## config.mk

```make
export PLATFORM = sky130hd
export DESIGN_NAME = csrp_top
export DESIGN_NICKNAME = d
export VERILOG_FILES = /design/src/csrp_pkg.sv /design/src/csrp_top.sv
export VERILOG_INCLUDE_DIRS = /design/src
export SDC_FILE = /design/constraint.sdc
export NUM_CORES = 1
export LEC_CHECK = 0
export ABC_CLOCK_PERIOD_IN_PS = 2150
export BUFFER_PORTS_ARGS = -buffer_cell sky130_fd_sc_hd__buf_2
export CAP_MARGIN = 25
export CORE_ASPECT_RATIO = 0.6
export CORE_UTILIZATION = 50
export CTS_BUF_LIST = sky130_fd_sc_hd__clkbuf_16
export DETAILED_ROUTE_END_ITERATION = 12
export PLACE_DENSITY = 0.76
export SYNTH_ARGS = -nofsm -noshare
export SYNTH_HDL_FRONTEND = slang
export SYNTH_SLANG_ARGS = --single-unit
```

## constraint.sdc

```tcl
create_clock -name mclk -period 2.15 [get_ports mclk]
set_input_delay 0.43 -clock mclk [delete_from_list [all_inputs] [get_ports mclk]]
set_output_delay 0.43 -clock mclk [all_outputs]
set_load 0.01 [all_outputs]
```

## src/csrp_map.svh

```systemverilog
// Register offsets, field positions, reset values and timing counts for the CSR block
`ifndef CSRP_MAP_SVH
`define CSRP_MAP_SVH
`define CSRP_TRANSMIT_BURST_AND_TIMEOUT_OFS 8'h9c
`define CSRP_ROM_OFS 8'ha0
`define CSRP_PWR_OFS 8'hc0
`define CSRP_AUX_OFS 8'hc4
`define CSRP_GCR_OFS 8'hc8
`define CSRP_IST_OFS 8'hcc
`define CSRP_ICLR_OFS 8'hd0
`define CSRP_IEN_OFS 8'hd4
`define CSRP_BCNT_MSB 20
`define CSRP_BCNT_LSB 16
`define CSRP_TTO_MSB 11
`define CSRP_PINSEL_BIT 31
`define CSRP_RDREQ_BIT 27
`define CSRP_WRREQ_BIT 26
`define CSRP_RADDR_MSB 24
`define CSRP_RADDR_LSB 8
`define CSRP_RDATA_MSB 7
`define CSRP_TX_DEFERRED_IRQ_ENABLE_BIT 28
`define CSRP_LED4_BIT 23
`define CSRP_PWR_MSB 1
`define CSRP_IRQ_TXDONE 0
`define CSRP_IRQ_TXDEF 1
`define CSRP_IRQ_ROM 2
`define CSRP_PWR_RST 2'h0
`define CSRP_PINSEL_RST 1'h1
`define CSRP_CLK_NS 10
`define CSRP_TICK100_NS 2560
`define CSRP_TICK10_NS 25600
`define CSRP_TICK100_CYC (`CSRP_TICK100_NS / `CSRP_CLK_NS)
`define CSRP_TICK10_CYC (`CSRP_TICK10_NS / `CSRP_CLK_NS)
`define CSRP_ROM_STROBE_NS 80
`define CSRP_ROM_STROBE_CYC ((`CSRP_ROM_STROBE_NS + `CSRP_CLK_NS - 1) / `CSRP_CLK_NS)
`endif

```

## src/csrp_pkg.sv

```systemverilog
// Types shared by the CSR block
package csrp_pkg;
  typedef enum logic [1:0] {
    ROM_IDLE,
    ROM_SETUP,
    ROM_STROBE,
    ROM_DONE
  } csrp_rom_state_t;
endpackage

```

## src/csrp_top.sv

```systemverilog
// Power state, transmit burst/time-out and boot ROM port registers on Avalon-MM
//
// Notes on behaviour
// (RQ1) Power state is a two-bit field, 00 D0 to 11 D3hot, read back and written as request, reset D0.
// (RQ2) A write of an unsupported power code completes on the bus but leaves the state unchanged.
// (RQ3) A five-bit burst count, reset zero, sets the transmit-done event after that many good bursts.
// (RQ4) A twelve-bit transmit time-out, reset zero, holds deferral plus back-off time.
// (RQ5) The time-out timer counts down only while the deferred interrupt enable bit 28 is set.
// (RQ6) The timer steps every 2.56 us at 100 Mb/s and every 25.6 us at 10 Mb/s.
// (RQ7) Timer expiry before the next transmit start raises the transmit-deferred event.
// (RQ8) The ROM address-16 pin select acts only while the four-LED mode bit 23 is set.
// (RQ9) In four-LED mode, select set (reset one) drives ROM address 16, clear drives the LED.
// (RQ10) The read request bit 27 clears once the read byte stands in data bits 7 to 0.
// (RQ11) The write request bit 26 clears once the byte write to the flash has completed.
// (RQ12) The ROM port holds a 17-bit address in bits 24 to 8 and data in bits 7 to 0, reset zero.
// (RQ13) Setting a request bit runs one byte access at the programmed address and data.
// (RQ14) Software polls the request bit clear before using data or starting another access.
//
// The Avalon-MM interface to the registers was decided locally.
`timescale 1ns/1ns
`include "csrp_map.svh"

module csrp_top
  import csrp_pkg::*;
#(
  parameter logic [3:0] PWR_SUPPORTED = 4'h9,
  parameter int         ROM_CYC       = `CSRP_ROM_STROBE_CYC
) (
  input  wire logic        mclk,
  input  wire logic        reset_n,
  input  wire logic [7:0]  avs_address,
  input  wire logic        avs_read,
  input  wire logic        avs_write,
  input  wire logic [31:0] avs_writedata,
  input  wire logic [3:0]  avs_byteenable,
  output logic      [31:0] avs_readdata,
  output logic             avs_waitrequest,
  input  wire logic        txStart,
  input  wire logic        txBurstOk,
  input  wire logic        txBurstFail,
  input  wire logic        linkIs100,
  input  wire logic        fdColLedIn,
  output logic             irq,
  output logic      [1:0]  powerState,
  output logic      [15:0] romAddr,
  output logic             romAddr16OrLed,
  output logic             romCs_n,
  output logic             romOe_n,
  output logic             romWe_n,
  output logic      [7:0]  romDataOut,
  output logic             romDataOe_n,
  input  wire logic [7:0]  romDataIn
);

  localparam logic [11:0] TICK100_LAST = 12'(`CSRP_TICK100_CYC - 1);
  localparam logic [11:0] TICK10_LAST  = 12'(`CSRP_TICK10_CYC - 1);
  localparam logic [7:0]  ROM_LAST     = 8'(ROM_CYC - 1);

  logic            waitQ;
  logic [31:0]     rdataQ;
  logic [1:0]      pwrQ;
  logic [4:0]      bcntQ;
  logic [11:0]     ttoQ;
  logic            pinSelQ;
  logic            rdReqQ;
  logic            wrReqQ;
  logic [16:0]     romAddrQ;
  logic [7:0]      romDataQ;
  logic            tdieQ;
  logic            led4Q;
  logic [2:0]      istQ;
  logic [2:0]      ienQ;
  logic            irqQ;
  logic [11:0]     presQ;
  logic [11:0]     tmrQ;
  logic            runQ;
  logic [4:0]      burstQ;
  csrp_rom_state_t romSt;
  logic [7:0]      romCycQ;
  logic            romIsRdQ;
  logic [7:0]      dinS1;
  logic [7:0]      dinS2;
  logic            csQ;
  logic            oeQ;
  logic            weQ;
  logic            doeQ;
  logic            shPinQ;

  // Bus decode: one cycle of waitrequest, write lands when it drops
  wire        wrTake = avs_write & ~waitQ;
  wire        rdLoad = avs_read & waitQ;
  wire        selTxbr = avs_address == `CSRP_TRANSMIT_BURST_AND_TIMEOUT_OFS;
  wire        selRom = avs_address == `CSRP_ROM_OFS;
  wire        selPwr = avs_address == `CSRP_PWR_OFS;
  wire        selAux = avs_address == `CSRP_AUX_OFS;
  wire        selGcr = avs_address == `CSRP_GCR_OFS;
  wire        selIst = avs_address == `CSRP_IST_OFS;
  wire        selIclr = avs_address == `CSRP_ICLR_OFS;
  wire        selIen = avs_address == `CSRP_IEN_OFS;

  wire [31:0] wMask;
  genvar gi;
  generate
    for (gi = 0; gi < 4; gi++) begin : g_lane
      assign wMask[gi*8 +: 8] = {8{avs_byteenable[gi]}};
    end
  endgenerate

  function automatic logic [31:0] merge(input logic [31:0] old);
    merge = (old & ~wMask) | (avs_writedata & wMask);
  endfunction

  wire [31:0] txbrRd = {11'h0, bcntQ, 4'h0, ttoQ};
  wire [31:0] romRd = {pinSelQ, 3'h0, rdReqQ, wrReqQ, 1'b0, romAddrQ, romDataQ};
  wire [31:0] pwrRd = {30'h0, pwrQ};
  wire [31:0] auxRd = 32'(tdieQ) << `CSRP_TX_DEFERRED_IRQ_ENABLE_BIT;
  wire [31:0] gcrRd = 32'(led4Q) << `CSRP_LED4_BIT;
  wire [31:0] istRd = {29'h0, istQ};
  wire [31:0] ienRd = {29'h0, ienQ};

  // Unmapped addresses and the clear register read as zero
  wire [31:0] rdMux = selTxbr ? txbrRd :
                      selRom  ? romRd  :
                      selPwr  ? pwrRd  :
                      selAux  ? auxRd  :
                      selGcr  ? gcrRd  :
                      selIst  ? istRd  :
                      selIen  ? ienRd  : 32'h0;

  wire [31:0] txbrW = merge(txbrRd);
  wire [31:0] romW = merge(romRd);
  wire [31:0] pwrW = merge(pwrRd);
  wire [31:0] auxW = merge(auxRd);
  wire [31:0] gcrW = merge(gcrRd);
  wire [31:0] ienW = merge(ienRd);
  wire [31:0] clrW = avs_writedata & wMask;

  wire        wTxbr = wrTake & selTxbr;
  wire        wRom = wrTake & selRom;
  wire        romBusy = rdReqQ | wrReqQ;
  // Address, data and request bits are frozen while an access is pending
  wire        wRomFields = wRom & ~romBusy;
  wire [1:0]  pwrNew = pwrW[`CSRP_PWR_MSB:0];
  // (RQ2) Drop unsupported code
  wire        pwrOk = PWR_SUPPORTED[pwrNew];

  always_ff @(posedge mclk or negedge reset_n) begin
    if (!reset_n) begin
      waitQ  <= 1'b1;
      rdataQ <= 32'h0;
    end else begin
      waitQ <= ~((avs_read | avs_write) & waitQ);
      if (rdLoad) begin
        rdataQ <= rdMux;
      end
    end
  end

  // (RQ1) Power state field
  always_ff @(posedge mclk or negedge reset_n) begin
    if (!reset_n) begin
      pwrQ <= `CSRP_PWR_RST;
    end else if (wrTake & selPwr & pwrOk) begin
      pwrQ <= pwrNew;
    end
  end

  // (RQ3) (RQ4) Burst count and time-out fields
  always_ff @(posedge mclk or negedge reset_n) begin
    if (!reset_n) begin
      bcntQ <= 5'h0;
      ttoQ  <= 12'h0;
    end else if (wTxbr) begin
      bcntQ <= txbrW[`CSRP_BCNT_MSB:`CSRP_BCNT_LSB];
      ttoQ  <= txbrW[`CSRP_TTO_MSB:0];
    end
  end

  always_ff @(posedge mclk or negedge reset_n) begin
    if (!reset_n) begin
      tdieQ <= 1'b0;
      led4Q <= 1'b0;
      ienQ  <= 3'h0;
    end else if (wrTake) begin
      if (selAux) begin
        tdieQ <= auxW[`CSRP_TX_DEFERRED_IRQ_ENABLE_BIT];
      end
      if (selGcr) begin
        led4Q <= gcrW[`CSRP_LED4_BIT];
      end
      if (selIen) begin
        ienQ <= ienW[2:0];
      end
    end
  end

  // (RQ6) Step rate follows link speed
  wire [11:0] tickLast = linkIs100 ? TICK100_LAST : TICK10_LAST;
  // (RQ5) Prescaler only runs while enabled
  wire        tick = tdieQ & (presQ == 12'h0);
  wire        tmrLoad = txStart | wTxbr;
  wire [11:0] tmrLoadVal = wTxbr ? txbrW[`CSRP_TTO_MSB:0] : ttoQ;
  // (RQ7) Expiry when last unit runs out
  wire        evDef = tick & runQ & ~tmrLoad & (tmrQ == 12'h1);

  always_ff @(posedge mclk or negedge reset_n) begin
    if (!reset_n) begin
      presQ <= 12'h0;
    end else if (!tdieQ || presQ == 12'h0) begin
      presQ <= tickLast;
    end else begin
      presQ <= presQ - 12'h1;
    end
  end

  // A new transmit start reloads the timer, so expiry only follows a stall
  always_ff @(posedge mclk or negedge reset_n) begin
    if (!reset_n) begin
      tmrQ <= 12'h0;
      runQ <= 1'b0;
    end else if (tmrLoad) begin
      tmrQ <= tmrLoadVal;
      runQ <= tmrLoadVal != 12'h0;
    end else if (tick && runQ) begin
      tmrQ <= tmrQ - 12'h1;
      runQ <= tmrQ != 12'h1;
    end
  end

  // (RQ3) Count consecutive good bursts; a count of zero acts as one
  wire [4:0] burstNext = burstQ + 5'h1;
  wire       evDone = txBurstOk & ~txBurstFail & (burstNext >= bcntQ);

  always_ff @(posedge mclk or negedge reset_n) begin
    if (!reset_n) begin
      burstQ <= 5'h0;
    end else if (txBurstFail || evDone) begin
      burstQ <= 5'h0;
    end else if (txBurstOk) begin
      burstQ <= burstNext;
    end
  end

  // ROM access engine
  always_ff @(posedge mclk or negedge reset_n) begin
    if (!reset_n) begin
      dinS1 <= 8'h0;
      dinS2 <= 8'h0;
    end else begin
      dinS1 <= romDataIn;
      dinS2 <= dinS1;
    end
  end

  wire romEnd = (romSt == ROM_STROBE) && (romCycQ == ROM_LAST);
  wire evRom = romSt == ROM_DONE;

  always_ff @(posedge mclk or negedge reset_n) begin
    if (!reset_n) begin
      romSt    <= ROM_IDLE;
      romCycQ  <= 8'h0;
      romIsRdQ <= 1'b0;
      csQ      <= 1'b1;
      oeQ      <= 1'b1;
      weQ      <= 1'b1;
      doeQ     <= 1'b1;
    end else begin
      case (romSt)
        // (RQ13) Start one access
        ROM_IDLE: begin
          if (romBusy) begin
            romSt    <= ROM_SETUP;
            romIsRdQ <= rdReqQ;
            csQ      <= 1'b0;
            doeQ     <= rdReqQ;
          end
        end
        ROM_SETUP: begin
          romSt   <= ROM_STROBE;
          romCycQ <= 8'h0;
          oeQ     <= ~romIsRdQ;
          weQ     <= romIsRdQ;
        end
        ROM_STROBE: begin
          romCycQ <= romCycQ + 8'h1;
          if (romEnd) begin
            romSt <= ROM_DONE;
            oeQ   <= 1'b1;
            weQ   <= 1'b1;
          end
        end
        ROM_DONE: begin
          romSt <= ROM_IDLE;
          csQ   <= 1'b1;
          doeQ  <= 1'b1;
        end
        default: begin
          romSt <= ROM_IDLE;
        end
      endcase
    end
  end

  // (RQ12) Port address and data fields
  always_ff @(posedge mclk or negedge reset_n) begin
    if (!reset_n) begin
      romAddrQ <= 17'h0;
      romDataQ <= 8'h0;
    end else if (wRomFields) begin
      romAddrQ <= romW[`CSRP_RADDR_MSB:`CSRP_RADDR_LSB];
      romDataQ <= romW[`CSRP_RDATA_MSB:0];
    end else if (romEnd && romIsRdQ) begin
      // Strobe is long enough for the synchroniser to carry the byte
      romDataQ <= dinS2;
    end
  end

  always_ff @(posedge mclk or negedge reset_n) begin
    if (!reset_n) begin
      pinSelQ <= `CSRP_PINSEL_RST;
      rdReqQ  <= 1'b0;
      wrReqQ  <= 1'b0;
    end else begin
      if (wRom) begin
        pinSelQ <= romW[`CSRP_PINSEL_BIT];
      end
      if (wRomFields) begin
        rdReqQ <= romW[`CSRP_RDREQ_BIT];
        wrReqQ <= romW[`CSRP_WRREQ_BIT] & ~romW[`CSRP_RDREQ_BIT];
      end else if (evRom) begin
        // (RQ10) (RQ11) Request clears on completion
        rdReqQ <= 1'b0;
        wrReqQ <= 1'b0;
      end
    end
  end

  // (RQ8) (RQ9) Shared pin function
  wire shPinD = (led4Q & pinSelQ) ? romAddrQ[16] : fdColLedIn;

  always_ff @(posedge mclk or negedge reset_n) begin
    if (!reset_n) begin
      shPinQ <= 1'b0;
    end else begin
      shPinQ <= shPinD;
    end
  end

  // Interrupt status: a new event wins over a clear in the same cycle
  wire [2:0] evVec = {evRom, evDef, evDone};
  wire [2:0] clrVec = (wrTake & selIclr) ? clrW[2:0] : 3'h0;
  wire [2:0] istD = (istQ & ~clrVec) | evVec;

  always_ff @(posedge mclk or negedge reset_n) begin
    if (!reset_n) begin
      istQ <= 3'h0;
      irqQ <= 1'b0;
    end else begin
      istQ <= istD;
      irqQ <= |(istD & ienQ);
    end
  end

  assign avs_readdata    = rdataQ;
  assign avs_waitrequest = waitQ;
  assign irq             = irqQ;
  assign powerState      = pwrQ;
  assign romAddr         = romAddrQ[15:0];
  assign romAddr16OrLed  = shPinQ;
  assign romCs_n         = csQ;
  assign romOe_n         = oeQ;
  assign romWe_n         = weQ;
  assign romDataOut      = romDataQ;
  assign romDataOe_n     = doeQ;

endmodule

```

* Word level (Yosys, flattened, before mapping)
Cells that the tools add are included.
Word-level totals: bits in latches 0, word-level logic and storage cells 155, memory bits (read-only) 0, bits in writable memories 0, memories kept 0, output and inout bits 65, flip-flop bits (word level) 151
Cells by class: muxes and demuxes 36, multipliers 0, $add $sub $neg 4, bitwise operators 45, div/mod/pow operators 0, $lt $le $gt $ge 2, reduce and logical (&&, ||, !) cells 23, equal/unequal tests 16, shift-type cells 0
Operators by type and width (count):
- $and A32 B32 Y32 | 2
- $eq A8 B8 Y1 const B | 8
- $mux W32 | 2
- $mux W12 | 5
- $mux W29 | 2
- $not A32 Y32 | 1
- $or A32 B32 Y32 | 1
- $and A29 B29 Y29 | 1
- $or A29 B29 Y29 | 1
- $and A24 B24 Y24 | 1
- $mux W24 | 1
- $or A24 B24 Y24 | 1
- $sub A12 B1 Y12 const B | 2
- $and A21 B21 Y21 | 1
- $or A21 B21 Y21 | 1
- $and A1 B1 Y1 | 17
- $mux W8 | 2
- $pmux W8 S2 | 1
- $reduce_and A2 Y1 | 7
- $eq A12 B1 Y1 const B | 1
- $logic_not A12 Y1 | 1
- $ne A12 B1 Y1 const B | 1
- $reduce_bool A12 Y1 | 1
- $reduce_bool A2 Y1 | 6
- other kinds (27) | 59

* Depth between registers and ports, before layout
Gate-level depths: netlist of run 1.
word-level depth 10, gate-level depth with buffers 9

* Worst setup path after synthesis of run 1
Ideal clock, no wire load.
path type flip-flop to flip-flop, start reg burstQ[0], end reg irqQ (netlist: irq), library setup time 126 ps, data arrival time 2164 ps, slack -140 ps, cell stages (with the launch flop) 10, data required time 2024 ps, cell sequence dfrtp_1 > ha_1 > nor2b_1 > or2_2 > ha_1 > a21oi_1 > o21ai_0 > a41o_1 > o21a_1 > a221o_1
On the way: cells in the longest elaborated chain, start to end 6
RTL lines:
- start: declaration | line csrp_top.sv:77 | logic [4:0] burstQ;
- start signal: assignment | line csrp_top.sv:240 | burstQ <= burstNext;
- $add A5 B1 Y5 | line csrp_top.sv:231 | wire [4:0] burstNext = burstQ + 5'h1;
- $ge A5 B5 Y1 | line csrp_top.sv:232 | wire evDone = txBurstOk & ~txBurstFail & (burstNext >= bcntQ);
- $and A1 B1 Y1 | line csrp_top.sv:232
- $or A3 B3 Y3 | line csrp_top.sv:352 | wire [2:0] istD = (istQ & ~clrVec) | evVec;
- $and A3 B3 Y3 | line csrp_top.sv:360 | irqQ <= |(istD & ienQ);
- $reduce_or A3 Y1 | line csrp_top.sv:360
- end signal: assignment | line csrp_top.sv:360
- end: declaration | line csrp_top.sv:73 | logic irqQ;
No other way between the ends. A chain may end at the register's enable or synchronous reset.

* Final worst setup path of run 1
Same ends and word-level chain as after synthesis.

==> results_dict.tcl, run 1 <==
set metrics [dict create \
    tritoncts "yes" \
    ys_seq_elements 148 \
    num_io_pins 126 \
    synthMuxAreaShare_pct 8.19 \
    grt_first_pass_wirelength_mm 29.6 \
    clk_pin_slew_ns 0.06 \
    worst_skew_pair.late_latency_ns 0.42 \
    slew_viol_final 0 \
    cp_max_fo 3 \
    gp_congestion 0.850 \
    power.switching_mw 2.01 \
    ant_nets 0 \
    cpPeakStageDelay_ns 0.40 \
    critPathLaunchType "register" \
    placedInstanceArea_um2 8040 \
    slew_headroom_pct 37.9 \
    hold_viol_final 0 \
    dieWidth_um 154 \
    drive_gt1_share_pct 37.3 \
    synth_top_family_by_area "simple AND/OR/NAND/NOR gates" \
    violations "negative setup slack" \
    clockBufferDepth 2 \
    yosys_warnings 0 \
    dr_total_vias 5783 \
    worst_slack_ns -0.127 \
    finalSetupViolCount 3 \
    numCtsBuffers 17 \
    cellInternalPower_mw 5.23 \
    path_cells "ha_4 > nand3_1 > xnor2_1 > ha_1 > nand2_1 > a21boi_0 > a41o_1 > o21a_1 > a221o_1" \
    synthCells 635 \
    p_leak_nw 4.24 \
    yosys.area_share.simple_pct 18.2 \
    fin_cells 995 \
    area_growth_pct 27.3 \
    clock-sinks 148 \
    crit_type "reg -> reg" \
    final.min_clock_period_ns 2.28 \
    antenna_found_initial 1 \
    p_per_area_nw_per_um2 821 \
    grt_remaining_overflow 0 \
    maxCapViolations 0 \
    yosysSeqAreaShare_pct 53.5 \
    first_pass_iters 6 \
    worst_pin_slew_ns 0.927 \
    cp.required_ns 2.45 \
    portBuffers 119 \
    status "finished, violations left" \
    synth_cell_type_count 62 \
    pwr-share-seq_pct 42.7 \
    synthAdderAreaFrac_pct 2.53 \
    drc 0 \
    die_h_um 93.2 \
    synth_xor_area_share_pct 2.02 \
    rsz0062_at_grt "true" \
    ctsHtreeMaxLevel 4 \
    grt_max_degree 48 \
    timing.fmax_mhz 439 \
    rows 32 \
    cp_data_arrival_time_ns 2.58 \
    clockRootBuffer "clkbuf_16" \
    end_kind "register" \
    place_inst 951 \
    synthArstFlopShare_pct 100 \
    routed_via_density 5.81 \
    wl_mm 19.0 \
    die_area_um2 14400 \
    p_clk_share_pct 42.3 \
    worstHoldPathType "in -> reg" \
    switching_share_pct 27.8 \
    grt_use_total_pct 27.1 \
    max-vdd-ir-drop_mv 0.537 \
    power.share.combinational_pct 15.0 \
    avgSynthCellArea_um2 10.9 \
    first_global_vias 5765 \
    dp_hpwl_mm 13.5 \
    core_um2 13200 \
    fin_nets 886 \
    holdWs_ns 0.109 \
    crit_slowest_cell "dfrtp_1" \
    synth_edf_count 0 \
    synth_area_um2 6930 \
    initial_core_util_pct 52.6 \
    wl_per_cell_um 19.1 \
    skew_ns 0.00873 \
    final_area_um2 8830 \
    yosys_most_used_dff "dfrtp_1" \
    fin_crit_sh_pct 106 \
    synth_compound_area_share_pct 11.5 \
    first_iter_violations 422 \
]
[worst max-delay path: cells and delay by family (launching register included)]
| kind | cells | cell delay [ns] |
|---|---|---|
| AOI/OAI and AO/OA | 4 | 0.87 |
| xor gates and xnor gates | 1 | 0.22 |
| adders and majority gates | 2 | 0.46 |
| DFF | 1 | 0.40 |
| and+or+nand+nor | 2 | 0.22 |
[layout by cell type (no fill, tap or decap), drive strengths merged, types with 12 or more instances in the layout]
master / Yosys / final
o21ai: 18 / 18
a221oi: 14 / 14
ha: 14 / 14
dfrtp: 142 / 142
a31oi: 12 / 12
buf: 22 / 188
nor3: 14 / 14
inv: 20 / 26
nand2: 70 / 70
nor2: 55 / 55
clkbuf: 12 / 17
nand3: 28 / 28
mux2: 46 / 46
[synthesized netlist by cell type, types with 7 or more instances]
cell        n  share of area (%)
a221oi_1   14                1.8
nor3_1     13               0.94
nor2_1     55                3.0
o21a_1     10                1.1
nor2b_1     8               0.72
o22a_1      8                1.0
buf_4      19                2.1
nand3_1    27                1.9
ha_1       14                2.5
or3_1       9               0.81
a21oi_1    10               0.72
clkbuf_1   12               0.65
nand4_1     7               0.63
o21ai_0    18                1.3
xnor2_1    11                1.4
nor4_1      7               0.63
nand2_1    68                3.7
mux2_2     46                7.5
inv_1      20                1.1
a31oi_1    12                1.1
dfrtp_1   142                 51
[what timing repair did]
item	CTS	global route
resized for setup	4	15
buffers inserted	2	8
hold endpoints to repair	38	0
setup endpoints to repair	13	22
hold buffers	1	0
pin swaps	3	8
[cells by family (layout without fill, tap and decap cells)]
| kind of cell | after synthesis | count (layout) |
|---|---|---|
| other | 1 | 4 |
| XOR/XNOR | 16 | 16 |
| multiplexers | 51 | 51 |
| AND/OR/NAND/NOR | 241 | 241 |
| AO/OA/AOI/OAI | 110 | 110 |
| buffers and inverters | 54 | 241 |
| adder cells (fa/ha/maj) | 14 | 14 |
| flip-flops | 148 | 148 |
[metrics by stage]
stage	util [%]	worst slack, ns	setup TNS (ns)	power (mW)
4_1_cts	66.0	-0.0467	-0.0824	7.26
3_3_place_gp	61.1	-0.177	-3.33	4.12
3_5_place_dp	61.1	-0.185	-4.03	4.18
6_report	67.0	-0.127	-0.175	7.24
5_1_grt	67.0	-0.222	-1.10	7.54
2_1_floorplan	-	-0.0159	-0.0159	3.70
[path summary, 6_finish.rpt]
check	from	slack (ns)	to	cells past startpoint
setup / recovery	burstQ[0]	-0.13	irq	9
hold / removal	romDataIn[0]	0.11	dinS1[0]	1
setup reg to reg	burstQ[0]	-0.13	irq	9
hold reg to reg	dinS1[1]	0.35	dinS2[1]	0
max in group asynchronous	reset_n	0.82	avs_readdata[6]	3
min in group asynchronous	reset_n	0.51	presQ[5]	2
[routing by layer]
layer  part of all wire (%)  up-vias  global-route usage, %
met3                    7.3       39                   5.61
met2                     46      273                   41.9
met1                     44     2840                   38.0
met5                      0        -                      0
met4                    2.2        0                   9.83
li1                       -     2631                      -
[area by class of cell]
| type | count | area [um^2] |
|---|---|---|
| clock buffer | 17 | 425 |
| tap | 170 | 213 |
| fill | 971 | 4350 |
| timing repair buffer | 189 | 1150 |
| inverter | 20 | 75.1 |
| multi-input combinational | 435 | 3070 |
| clock inverter | 15 | 179 |
| antenna | 1 | 2.50 |
| sequential | 148 | 3710 |
[power by group through the flow]
| stage | clock network [mW] | registers [mW] | logic, mW |
|---|---|---|---|
| global route | 3.22 | 3.11 | 1.20 |
| finish | 3.06 | 3.09 | 1.09 |
| global placement | 0 | 3.13 | 0.990 |
| CTS | 3.09 | 3.09 | 1.07 |
| detailed placement | 0 | 3.14 | 1.04 |
| floorplan | 0 | 3.16 | 0.542 |
Power figures use the tool's default switching activity.
==> run 2: changes to the inputs <==
--- a/config.mk
+++ b/config.mk
@@ -6,14 +6,15 @@
 export SDC_FILE = /design/constraint.sdc
 export NUM_CORES = 1
 export LEC_CHECK = 0
-export ABC_CLOCK_PERIOD_IN_PS = 2150
+export ABC_CLOCK_PERIOD_IN_PS = 2410
 export BUFFER_PORTS_ARGS = -buffer_cell sky130_fd_sc_hd__buf_2
 export CAP_MARGIN = 25
 export CORE_ASPECT_RATIO = 0.6
 export CORE_UTILIZATION = 50
 export CTS_BUF_LIST = sky130_fd_sc_hd__clkbuf_16
 export DETAILED_ROUTE_END_ITERATION = 12
-export PLACE_DENSITY = 0.76
+export PLACE_DENSITY = 0.73
+export SKIP_CTS_REPAIR_TIMING = 1
 export SYNTH_ARGS = -nofsm -noshare
 export SYNTH_HDL_FRONTEND = slang
 export SYNTH_SLANG_ARGS = --single-unit
==> constraint.sdc (replaced) <==
create_clock -name mclk -period 2.41 [get_ports mclk]
set_input_delay 0.482 -clock mclk [delete_from_list [all_inputs] [get_ports mclk]]
set_output_delay 0.482 -clock mclk [all_outputs]
set_load 0.01 [all_outputs]
==> results_dict.tcl, run 2 (same netlist as run 1, synthesis figures left out) <==
set metrics [dict create \
    gp_congestion 0.849 \
    dp_hpwl_mm 12.6 \
    timing.fmax_mhz 429 \
    skew_ns 0.00858 \
    worst_pin_slew_ns 0.836 \
    nFillCells 1008 \
    ctsHtreeMaxLevel 4 \
    dr_total_vias 5549 \
    core_um2 13200 \
    drc 0 \
    first_pass_iters 5 \
    first_global_vias 5449 \
    num_io_pins 126 \
    clockBufferDepth 2 \
    clk_pin_slew_ns 0.06 \
    power.total_mw 6.41 \
    switching_share_pct 27.6 \
    fin_crit_sh_pct 96.7 \
    cp_num_buf_inv 0 \
    tritoncts "yes" \
    worst_skew_pair.late_latency_ns 0.41 \
    pwr-share-seq_pct 43.0 \
    hold_viol_final 0 \
    die_h_um 93.2 \
    max-vdd-ir-drop_mv 0.432 \
    initial_core_util_pct 52.6 \
    cp_data_arrival_time_ns 2.62 \
    clockRootBuffer "clkbuf_16" \
    tns_ns 0 \
    critPathLaunchType "register" \
    antenna_found_initial 0 \
    wl_met2_mm 7.75 \
    grt_first_pass_wirelength_mm 28.2 \
    maxCapViolations 0 \
    fin_nets 854 \
    routed.top_layer "met4" \
    routed_via_density 5.77 \
    cpPeakStageDelay_ns 0.40 \
    end_kind "register" \
    num_antenna_cells 0 \
    ant_nets 0 \
    dieWidth_um 154 \
    cpLargestDelayFamily "compound AO/OA/AOI/OAI gates" \
    p_per_area_nw_per_um2 754 \
    path_cells "ha_2 > nor2b_1 > or2_2 > ha_1 > a21oi_2 > o21ai_2 > a41o_1 > o21a_1 > a221o_1" \
    first_iter_violations 462 \
    status "finished, final reports clean" \
    wl_per_cell_um 18.2 \
    cellInternalPower_mw 4.64 \
    final_cell_mix "dfrtp_1, buf_2, nand2_1, nor2_1, mux2_2" \
    die_area_um2 14400 \
    drive_gt1_share_pct 33.5 \
    p_clk_share_pct 43.3 \
    area_growth_pct 22.7 \
    grt_use_total_pct 25.3 \
    power.share.combinational_pct 13.7 \
    numCtsBuffers 17 \
    portBuffers 119 \
    holdWs_ns 0.0174 \
    multiInputGateArea_um2 2980 \
    p_leak_nw 4.10 \
    crit_slowest_cell "dfrtp_1" \
    power.switching_mw 1.77 \
    cp_max_fo 3 \
    wl_mm 17.5 \
    crit_type "reg -> reg" \
    slew_viol_final 0 \
    slew_headroom_pct 44.1 \
    grt_max_degree 53 \
    clock-sinks 148 \
    cp.required_ns 2.70 \
    final_common_cell "dfrtp_1" \
    wl_met3_mm 1.09 \
    grt_remaining_overflow 0 \
    final.min_clock_period_ns 2.33 \
    m1WireLength_mm 8.49 \
    worstHoldPathType "in -> async" \
    finalSetupViolCount 0 \
    rows 32 \
    regArea_um2 3710 \
]
run 2: layer usage:
layer	vias to the layer above	global-route usage (%)
met4	0	6.83
met2	208	37.6
met3	19	4.68
met1	2752	37.9
met5	-	0
li1	2570	-
run 2: path summary, 6_finish.rpt:
path | from | to | slack [ns] | depth (start not counted)
max | burstQ[1] | irq | 0.08 | 9
min | reset_n | presQ[7] | 0.02 | 1
max reg2reg | burstQ[1] | irq | 0.08 | 9
min reg2reg | dinS1[6] | dinS2[6] | 0.35 | 0
max in group asynchronous | reset_n | romCs_n | 1.67 | 2
min in group mclk | romDataIn[4] | dinS1[4] | 0.17 | 1
run 2: layout make-up:
cell class	instances	share of cell area (%)
sequential	148	43.6
multi-input combinational	435	35.0
timing repair buffer	157	10.7
clock buffer	17	5.00
tap	170	2.50
clock inverter	15	2.25
inverter	20	0.882
run 2: metrics by stage:
stage	utilization [%]	cell area (um^2)	std cells	worst slack (ns)
3_3_place_gp	59.7	7860	929	0.0511
2_1_floorplan	-	6940	637	0.120
6_report	64.6	8510	962	0.0798
4_1_cts	64.4	8480	961	-0.0497
5_1_grt	64.6	8510	962	-0.00779
3_5_place_dp	59.7	7860	929	-0.0486
run 2: power groups by stage:
stage               Combinational (mW)  Sequential [mW]  Clock (mW)
floorplan                        0.483             2.82           0
global placement                 0.829             2.79           0
detailed placement               0.871             2.80           0
CTS                              0.878             2.76        2.81
global route                     0.985             2.77        2.91
finish                           0.880             2.76        2.78
